===== config.mk =====
export PLATFORM = sky130hd
export DESIGN_NAME = uart_fifo_test_status
export DESIGN_NICKNAME = d
export VERILOG_FILES = /design/src/verilog/uart_fifo_test_pkg.sv /design/src/verilog/uart_fifo_test_status.sv
export VERILOG_INCLUDE_DIRS = /design/src /design/src/verilog
export SDC_FILE = /design/constraint.sdc
export NUM_CORES = 1
export LEC_CHECK = 0
export BUFFER_PORTS_ARGS = -buffer_cell sky130_fd_sc_hd__buf_2
export CAP_MARGIN = 15
export CORE_MARGIN = 2
export CORE_UTILIZATION = 65
export CTS_CLUSTER_SIZE = 14
export DETAILED_ROUTE_END_ITERATION = 7
export HOLD_SLACK_MARGIN = 0.02
export PLACE_DENSITY = 0.92
export RECOVER_POWER = 50
export REMOVE_ABC_BUFFERS = 1
export SKIP_CTS_REPAIR_TIMING = 1
export SYNTH_ARGS = -nofsm -noshare
export SYNTH_HDL_FRONTEND = slang
export SYNTH_SLANG_ARGS = --single-unit
export TNS_END_PERCENT = 20

===== constraint.sdc =====
create_clock -name sys_clk -period 8.3 [get_ports sys_clk]
set_input_delay 1.66 -clock sys_clk [delete_from_list [all_inputs] [get_ports sys_clk]]
set_output_delay 1.66 -clock sys_clk [all_outputs]
set_load 0.005 [all_outputs]

===== src/verilog/uart_fifo_test_cfg.svh =====
// Purpose: register offsets, field positions and reset values of the
//   fifo test-access and status register bank
// Assumes: 32-bit register port, byte addresses
// Notes: definitions only
// Contract
// test-access bit 0 enables pushing rx and popping tx by software; resets 0
// without the test-access option, writes to the control bit are ignored
// fifos absent or off: test access uses rx buffer and tx holding regs
// toggling test access resets both fifos' control to empty
// fifo mode: tx test read returns head byte and pops it
// fifo off: tx test read returns tx holding register
// software uses test registers only while test access is on
// without the option the test registers read zero and do nothing
// fifo mode: rx test write pushes its data byte into rx fifo
// rx test write bit 9 is the pushed entry's framing-error tag
// rx test write bit 8 is the pushed entry's parity-error tag
// fifo off: rx test write loads data and tags into rx buffer
// status bit 4 shows rx fifo full; resets 0
// status bit 3 shows rx fifo not empty; resets 0
// status bit 2 shows tx fifo empty; resets 1
// status bit 1 shows tx fifo not full; resets 1
// busy on transmit activity or held tx data with divisor set and access clear
// busy also on receive activity or held rx data with test access off
// busy may miss a start bit until its mid-bit acceptance
// with a separate serial clock busy rises several slow cycles late
// busy exists only without legacy option; status bits 31:5 read zero
// tx level register reports tx fifo entry count; resets zero
// divisor latch access is line control bit 7
// fifos enabled only when fifo control bit 0 is set
// test registers accessed with test access off change nothing
`ifndef UART_FIFO_TEST_CFG_SVH
`define UART_FIFO_TEST_CFG_SVH
`define ADDR_TEST_CTRL 8'h70
`define ADDR_TX_TEST_READ 8'h74
`define ADDR_RX_TEST_WRITE 8'h78
`define ADDR_STATUS 8'h7c
`define ADDR_TX_LEVEL 8'h80
`define ADDR_LINE_CTRL 8'h0c
`define ADDR_FIFO_CTRL 8'h08
`define ADDR_DIVISOR 8'h00
`define ADDR_SIM_CTRL 8'h98
`define ADDR_RX_POP 8'h9c
`define BIT_TEST_ENABLE 0
`define BIT_PARITY_TAG 8
`define BIT_FRAMING_TAG 9
`define BIT_RX_FULL 4
`define BIT_RX_NONEMPTY 3
`define BIT_TX_EMPTY 2
`define BIT_TX_NOTFULL 1
`define BIT_BUSY 0
`define BIT_DIVISOR_LATCH_ACCESS 7
`define BIT_FIFO_ENABLE 0
`define BIT_TX_PUSH 0
`define BIT_TX_ACTIVE 1
`define BIT_RX_ACTIVE 2
`define RESET_TEST_CTRL 1'h0
`define RESET_STATUS 5'h06
`endif


===== src/verilog/uart_fifo_test_pkg.sv =====
// Purpose: shared types of the fifo test-access register bank
// Assumes: 8-bit characters with two error tags
// Notes: offsets live in the cfg header
package uart_fifo_test_pkg;
  // one receive entry: data byte and its error tags
  typedef struct packed {
    logic framingErr;
    logic parityErr;
    logic [7:0] data;
  } rx_entry_s;

  // register port request
  typedef struct packed {
    logic wrStb;
    logic rdStb;
    logic [7:0] addr;
    logic [31:0] wdata;
  } reg_req_s;
endpackage : uart_fifo_test_pkg


===== src/verilog/uart_fifo_test_status.sv =====
// Purpose: fifo test access, fifo status, tx level and busy reporting
// Assumes: one 40 MHz clock, plain register port, read data one cycle later
// Notes: serial engines are outside; their activity arrives as inputs
//
// Chosen here: the address-and-strobe port.
`include "uart_fifo_test_cfg.svh"
`timescale 1ns/10ps
module uart_fifo_test_status #(
  parameter int DEPTH = 16,
  parameter bit TEST_ACCESS_OPT = 1'b1,
  parameter bit FIFO_PRESENT = 1'b1,
  parameter bit LEGACY_COMPAT = 1'b0
) (
  // clock and reset
  input wire logic sys_clk,
  input wire logic resetn,
  // register port
  input wire uart_fifo_test_pkg::reg_req_s regReq,
  output logic [31:0] regRdata,
  // serial engine activity, same clock domain
  input wire logic txActive,
  input wire logic rxActive,
  input wire logic txPop,
  input wire logic rxPush,
  input wire uart_fifo_test_pkg::rx_entry_s rxPushEntry,
  // receive head towards the rest of the uart
  output uart_fifo_test_pkg::rx_entry_s rxHead,
  output logic rxHeadValid
);
  localparam int AW = $clog2(DEPTH);
  localparam logic [AW:0] FULL_CNT = (AW+1)'(DEPTH);

  initial begin
    if (DEPTH < 2 || (1 << AW) != DEPTH) begin
      $error("DEPTH must be a power of two, at least 2");
    end
  end

  logic testOn_reg;
  logic [7:0] lineCtrl_reg;
  logic fifoCtrl_reg;
  logic [15:0] divisor_reg;
  logic [2:0] simCtrl_reg;
  logic [7:0] txMem [DEPTH];
  uart_fifo_test_pkg::rx_entry_s rxMem [DEPTH];
  logic [AW-1:0] txWr_reg, txRd_reg, rxWr_reg, rxRd_reg;
  logic [AW:0] txCnt_reg, rxCnt_reg;
  logic [7:0] txHold_reg;
  logic txHoldFull_reg;
  uart_fifo_test_pkg::rx_entry_s rxBuf_reg;
  logic rxBufFull_reg;
  logic [4:0] status_reg;
  logic [31:0] regRdata_reg;

  logic wr, rd, fifoOn, testWr, testRd, toggle;
  logic txPushSw, txPopAll, rxPushAll, rxPopSw;
  uart_fifo_test_pkg::rx_entry_s testEntry, rxIn;
  logic txHeld, rxHeld;

  // decode; fifos count only with the enable bit set
  assign wr = regReq.wrStb;
  assign rd = regReq.rdStb;
  assign fifoOn = FIFO_PRESENT && fifoCtrl_reg;
  assign toggle = wr && regReq.addr == `ADDR_TEST_CTRL && TEST_ACCESS_OPT
    && (regReq.wdata[`BIT_TEST_ENABLE] != testOn_reg);
  // test registers act only with the option and the mode on
  assign testWr = TEST_ACCESS_OPT && testOn_reg && wr
    && regReq.addr == `ADDR_RX_TEST_WRITE;
  assign testRd = TEST_ACCESS_OPT && testOn_reg && rd
    && regReq.addr == `ADDR_TX_TEST_READ;
  assign testEntry.framingErr = regReq.wdata[`BIT_FRAMING_TAG];
  assign testEntry.parityErr = regReq.wdata[`BIT_PARITY_TAG];
  assign testEntry.data = regReq.wdata[7:0];
  assign txPushSw = wr && regReq.addr == `ADDR_SIM_CTRL
    && regReq.wdata[`BIT_TX_PUSH];
  // in test mode the serial side is cut off from the fifos
  assign txPopAll = fifoOn && txCnt_reg != '0
    && (testRd || (!testOn_reg && txPop));
  assign rxPushAll = fifoOn && rxCnt_reg != FULL_CNT
    && (testWr || (!testOn_reg && rxPush));
  assign rxIn = testWr ? testEntry : rxPushEntry;
  assign rxPopSw = rd && regReq.addr == `ADDR_RX_POP;
  // held data: the fifo when enabled, else the single holding registers
  assign txHeld = fifoOn ? (txCnt_reg != '0) : txHoldFull_reg;
  assign rxHeld = fifoOn ? (rxCnt_reg != '0) : rxBufFull_reg;

  // control registers written by software
  always_ff @(posedge sys_clk or negedge resetn) begin
    if (!resetn) begin
      testOn_reg <= `RESET_TEST_CTRL;
      lineCtrl_reg <= 8'h00;
      fifoCtrl_reg <= 1'b0;
      divisor_reg <= 16'h0000;
      simCtrl_reg <= 3'h0;
    end else if (wr) begin
      unique case (regReq.addr)
        `ADDR_TEST_CTRL: begin
          if (TEST_ACCESS_OPT) begin
            testOn_reg <= regReq.wdata[`BIT_TEST_ENABLE];
          end
        end
        `ADDR_LINE_CTRL: lineCtrl_reg <= regReq.wdata[7:0];
        `ADDR_FIFO_CTRL: fifoCtrl_reg <= regReq.wdata[`BIT_FIFO_ENABLE];
        `ADDR_DIVISOR: divisor_reg <= regReq.wdata[15:0];
        `ADDR_SIM_CTRL: simCtrl_reg <= regReq.wdata[2:0];
        default: ;
      endcase
    end
  end

  // transmit fifo pointers; toggle of test mode empties it
  always_ff @(posedge sys_clk or negedge resetn) begin
    if (!resetn) begin
      txWr_reg <= '0;
      txRd_reg <= '0;
      txCnt_reg <= '0;
    end else if (toggle || !fifoOn) begin
      txWr_reg <= '0;
      txRd_reg <= '0;
      txCnt_reg <= '0;
    end else begin
      if (txPushSw && txCnt_reg != FULL_CNT) begin
        txWr_reg <= txWr_reg + 1'b1;
      end
      if (txPopAll) begin
        txRd_reg <= txRd_reg + 1'b1;
      end
      if ((txPushSw && txCnt_reg != FULL_CNT) && !txPopAll) begin
        txCnt_reg <= txCnt_reg + 1'b1;
      end else if (!(txPushSw && txCnt_reg != FULL_CNT) && txPopAll) begin
        txCnt_reg <= txCnt_reg - 1'b1;
      end
    end
  end

  // transmit storage; data feed comes through the sim control word
  always_ff @(posedge sys_clk) begin
    if (txPushSw && fifoOn && txCnt_reg != FULL_CNT) begin
      txMem[txWr_reg] <= regReq.wdata[15:8];
    end
  end

  // receive fifo pointers
  always_ff @(posedge sys_clk or negedge resetn) begin
    if (!resetn) begin
      rxWr_reg <= '0;
      rxRd_reg <= '0;
      rxCnt_reg <= '0;
    end else if (toggle || !fifoOn) begin
      rxWr_reg <= '0;
      rxRd_reg <= '0;
      rxCnt_reg <= '0;
    end else begin
      if (rxPushAll) begin
        rxWr_reg <= rxWr_reg + 1'b1;
      end
      if (rxPopSw && rxCnt_reg != '0) begin
        rxRd_reg <= rxRd_reg + 1'b1;
      end
      if (rxPushAll && !(rxPopSw && rxCnt_reg != '0)) begin
        rxCnt_reg <= rxCnt_reg + 1'b1;
      end else if (!rxPushAll && rxPopSw && rxCnt_reg != '0) begin
        rxCnt_reg <= rxCnt_reg - 1'b1;
      end
    end
  end

  // receive storage keeps both error tags with the byte
  always_ff @(posedge sys_clk) begin
    if (rxPushAll) begin
      rxMem[rxWr_reg] <= rxIn;
    end
  end

  // single holding and buffer registers used with fifos off
  always_ff @(posedge sys_clk or negedge resetn) begin
    if (!resetn) begin
      txHold_reg <= 8'h00;
      txHoldFull_reg <= 1'b0;
      rxBuf_reg <= '0;
      rxBufFull_reg <= 1'b0;
    end else begin
      if (txPushSw && !fifoOn) begin
        txHold_reg <= regReq.wdata[15:8];
        txHoldFull_reg <= 1'b1;
      end else if (!fifoOn && !testOn_reg && txPop) begin
        txHoldFull_reg <= 1'b0;
      end
      // an incoming byte overwrites, as an overrun would
      if (!fifoOn && (testWr || (!testOn_reg && rxPush))) begin
        rxBuf_reg <= rxIn;
        rxBufFull_reg <= 1'b1;
      end else if (!fifoOn && rxPopSw) begin
        rxBufFull_reg <= 1'b0;
      end
    end
  end

  // status flags, registered so a read sees a stable snapshot
  always_ff @(posedge sys_clk or negedge resetn) begin
    if (!resetn) begin
      status_reg <= `RESET_STATUS;
    end else begin
      status_reg[`BIT_RX_FULL] <= rxCnt_reg == FULL_CNT;
      status_reg[`BIT_RX_NONEMPTY] <= rxCnt_reg != '0;
      status_reg[`BIT_TX_EMPTY] <= txCnt_reg == '0;
      status_reg[`BIT_TX_NOTFULL] <= txCnt_reg != FULL_CNT;
      // start bits count only once the receiver reports activity;
      // one clock only, so busy lags by this single register stage
      status_reg[`BIT_BUSY] <= !LEGACY_COMPAT && (txActive || simCtrl_reg[1]
        || (txHeld && !testOn_reg && divisor_reg != 16'h0000
        && !lineCtrl_reg[`BIT_DIVISOR_LATCH_ACCESS])
        || rxActive || simCtrl_reg[2]
        || (rxHeld && !testOn_reg));
    end
  end

  // read data, valid the cycle after the strobe; unmapped reads zero
  always_ff @(posedge sys_clk or negedge resetn) begin
    if (!resetn) begin
      regRdata_reg <= 32'h00000000;
    end else if (rd) begin
      unique case (regReq.addr)
        `ADDR_TEST_CTRL: regRdata_reg <= {31'h0, testOn_reg};
        `ADDR_TX_TEST_READ: begin
          if (!testRd) begin
            regRdata_reg <= 32'h00000000;
          end else if (fifoOn) begin
            regRdata_reg <= {24'h0, txMem[txRd_reg]};
          end else begin
            regRdata_reg <= {24'h0, txHold_reg};
          end
        end
        `ADDR_STATUS: regRdata_reg <= {27'h0, status_reg};
        `ADDR_TX_LEVEL: regRdata_reg <= 32'(txCnt_reg);
        `ADDR_LINE_CTRL: regRdata_reg <= {24'h0, lineCtrl_reg};
        `ADDR_FIFO_CTRL: regRdata_reg <= {31'h0, fifoCtrl_reg};
        `ADDR_DIVISOR: regRdata_reg <= {16'h0, divisor_reg};
        `ADDR_SIM_CTRL: regRdata_reg <= {29'h0, simCtrl_reg};
        `ADDR_RX_POP: begin
          regRdata_reg <= fifoOn ? 32'(rxMem[rxRd_reg]) : 32'(rxBuf_reg);
        end
        default: regRdata_reg <= 32'h00000000;
      endcase
    end else begin
      regRdata_reg <= 32'h00000000;
    end
  end

  // receive head mirrors to the rest of the uart
  always_ff @(posedge sys_clk or negedge resetn) begin
    if (!resetn) begin
      rxHead <= '0;
      rxHeadValid <= 1'b0;
    end else begin
      rxHead <= fifoOn ? rxMem[rxRd_reg] : rxBuf_reg;
      rxHeadValid <= fifoOn ? (rxCnt_reg != '0) : rxBufFull_reg;
    end
  end

  assign regRdata = regRdata_reg;
endmodule : uart_fifo_test_status


==> impl_metrics.toml <==
[status]
status = "complete, but fails checks"
violations = "design-rule violations, max-capacitance violations, max-slew violations"

[yosys]
synth_adder_area_share_pct = 1.58
synth_edf_count = 288
ys_types = 78
synth-compound-area-share_pct = 4.89
synth_ff_type = "edfxtp_1"
synth_mux_area_share_pct = 15.2
synth-xor-area-share_pct = 0.867
synth-simple-area-share_pct = 7.54
netlist_instances = 1008
avgSynthCellArea_um2 = 16.6
synth_seq_cells = 395
mappedNetlistArea_um2 = 16700
synth_top_area_share_pct = 51.7
ys_seq_area_share_pct = 67.7
synthArstFlopShare_pct = 27.1
synth_area_leaders = "edfxtp_1 (52%), dfrtp_1 (16%), mux4_2 (9.7%), mux2_2 (3.3%), mux2i_1 (1.4%)"
synth_top_area_cell = "edfxtp_1"
yosysWarnings = 0
synth_top_family_by_area = "multiplexers"

[detailed_routing]
highest_layer = "met5"
met3_length_um = 6210
finalWirelength_um = 46400
viasPerCell = 7.40
final_antenna_net_count = 0
drtPass1Iterations = 8
wire_per_inst_um = 32.1
wl_met1_um = 15100
drc = 6
wl_met2_um = 21700
drt_iter0_markers = 2000
num_vias = 10700

[finish]
instances_no_fill = 1447
regMostFlops = "rxMem"
drive_gt1_share_pct = 20.1
nFillCells = 1338
largest_reg_flops = 160
area_growth_pct = 10.8
largestRegisters = "rxMem: 160 flops, txMem: 128 flops"
final_nets = 1162

[setup_path]
crit_start = "regReq[34]"
path_max_fanout = 10
worst_setup_path_end_kind = "flop"
cp.required_ps = 8680
critPathMaxStageDelay_ps = 800
critPathTopFamily = "compound AO/OA/AOI/OAI gates"
rr_startpoint = "testOn_reg"
reg2reg_slack_ps = 4680
path_depth = 10
crit_buf_inv = 1
crit_chain = "clkbuf_1 > or4b_1 > o41ai_1 > o211ai_1 > fa_1 > a21o_1 > a21oi_1 > a2111oi_2 > nor3_1 > nor3_2"
cp-start-kind = "primary input"
endpoint = "rxCnt_reg[4]"
timing.rr.end = "rxCnt_reg[4]"
crit_arrival_ps = 5300
r2r_cells = 9
crit_type = "primary input to flop"
critPathSlowestCell = "o41ai_1"

[sta]
setup_violations = 0
fmax_mhz = 203
relSlewSlack_pct = -50.9
final_hold_viol_count = 0
period_share_pct = 59.4
fin_setup_tns_ps = 0
finalCriticalPeriod_ps = 4930
clock-skew-final_ps = 18.2
slew_violations = 74
worst-slew-pin-transition_ps = 2260
whs_ps = 483
fin_ws_ps = 3370
rsz0062_at_grt = "false"

[clock_network]
clockBufferDepth = 3
clk_pin_slew_ps = 60
insertion_delay_ps = 550
cts_root_buf = "clkbuf_16"
h-tree-depth = 2
numCtsBuffers = 39
cts_tree = "done"
clkSinkCount = 395

[power_and_ir_drop]
ir_worst_vdd_mv = 0.153
powerDensity_nw_per_um2 = 222
combPwrFrac_pct = 3.8
leakage_nw = 6.49
seqPwrFrac_pct = 52.4
switchingPower_mw = 0.891
p_int_mw = 3.23
p_sw_share_pct = 21.6
clockPowerShare_pct = 43.8

[job]
maxCapViolCount = 2

[die]
num_rows = 58
fp.dieArea_um2 = 27100
die_h_um = 164
ios = 101
core_area_um2 = 25300
die_w_um = 164
start_util_pct = 66.3

[global_route]
grt_max_degree = 67
gr-usage-all-layers_pct = 35.4
gr-total-overflow = 0
grt_pass1_wl_um = 68800
grt_pass1_vias = 10900
antenna_found_initial = 5

[place]
dp_cells = 1373
pre_cts_slack_ps = 3410
gp_routability_congestion = 0.953
io_buffers = 68
dp_hpwl_um = 26500

[hold_path]
hold_path_class = "flop to flop"
power by group through the flow:
stage               Combinational [mW]  Sequential, mW  Clock, mW
finish                           0.155            2.16       1.81
global route                     0.166            2.16       1.88
CTS                              0.156            2.16       1.80
detailed placement               0.150            2.20          0
global placement                 0.142            2.20          0
floorplan                       0.0691            2.20          0
worst min-delay path, cell delays in order (launching register included):
cell,delay (ps)
dfrtp_1,340
nand2_1,50
nand2_1,60
placed cells by master (no fill, tap or decap), types with 5 or more instances in the layout:
master / count
xnor2_1: 11
and4_1: 5
o21ai_0: 16
edfxtp_1: 288
a21oi_1: 22
or3_1: 9
buf_4: 11
nor2b_1: 9
buf_2: 38
inv_1: 13
clkbuf_1: 44
clkbuf_16: 42
and3_1: 18
mux2_2: 33
mux2i_1: 23
nor3_1: 15
ha_1: 18
nand2_1: 40
mux4_2: 72
nor2_1: 51
and2_1: 9
nand3_1: 28
a22oi_1: 17
nand2b_1: 7
a21o_1: 5
nor3b_1: 6
nand3b_1: 5
mux2_1: 28
clkinv_1: 5
conb_1: 16
dfrtp_1: 103
nor4_1: 11
clkbuf_8: 6
o22ai_1: 8
how the worst min path moves through the flow:
| stage | startpoint | to | slack, ps | depth (start not counted) |
|---|---|---|---|---|
| after floorplan | simCtrl_reg[0] | simCtrl_reg[0] | 450 | 2 |
| after global placement | simCtrl_reg[0] | simCtrl_reg[0] | 470 | 2 |
| after detailed placement | simCtrl_reg[0] | simCtrl_reg[0] | 470 | 2 |
| after CTS | simCtrl_reg[0] | simCtrl_reg[0] | 480 | 2 |
| after global routing | rxBuf_reg[3] | rxBuf_reg[3] | 520 | 1 |
| final | simCtrl_reg[0] | simCtrl_reg[0] | 480 | 2 |
layout make-up:
class | instances | area [um^2] | share of cell area [%]
clock inverters | 13 | 130 | 0.702
clock buffers | 59 | 1170 | 6.33
repair buffers | 83 | 400 | 2.16
well taps | 330 | 413 | 2.23
diodes | 2 | 5.00 | 0.0270
flip-flops and latches | 395 | 11300 | 61.1
multi-input cells | 551 | 5040 | 27.2
inverters | 14 | 52.6 | 0.283
layer usage:
layer | track usage [%] | vias to the layer above
met5 | 0 | -
met4 | 20.9 | 2
met3 | 8.94 | 299
met2 | 55.5 | 1183
met1 | 45.4 | 5122
li1 | - | 4102
synth_stat cells, drive strengths merged, types with 16 or more instances:
library cell,number
edfxtp,288
dfrtp,105
mux4,72
mux2,61
nor2,51
nand2,40
buf,38
nand3,29
clkbuf,25
mux2i,23
a21oi,22
and3,18
ha,18
o21ai,18
a22oi,17
nor3,16
through the flow:
stage	power, mW	instance area [um^2]	utilization [%]
after floorplan	2.26	16500	-
after global placement	2.34	17300	68.7
after detailed placement	2.35	17300	68.7
after CTS	4.12	18600	73.8
after global routing	4.21	18500	73.4
final	4.12	18500	73.4
logic make-up after synthesis:
kind of cell | after synthesis
compound gates | 111
xor+xnor | 15
fa+ha+maj | 20
buf+inv | 77
flops | 395
mux | 156
other cells | 1
simple gates | 233
(Power assumes the default switching activity.)
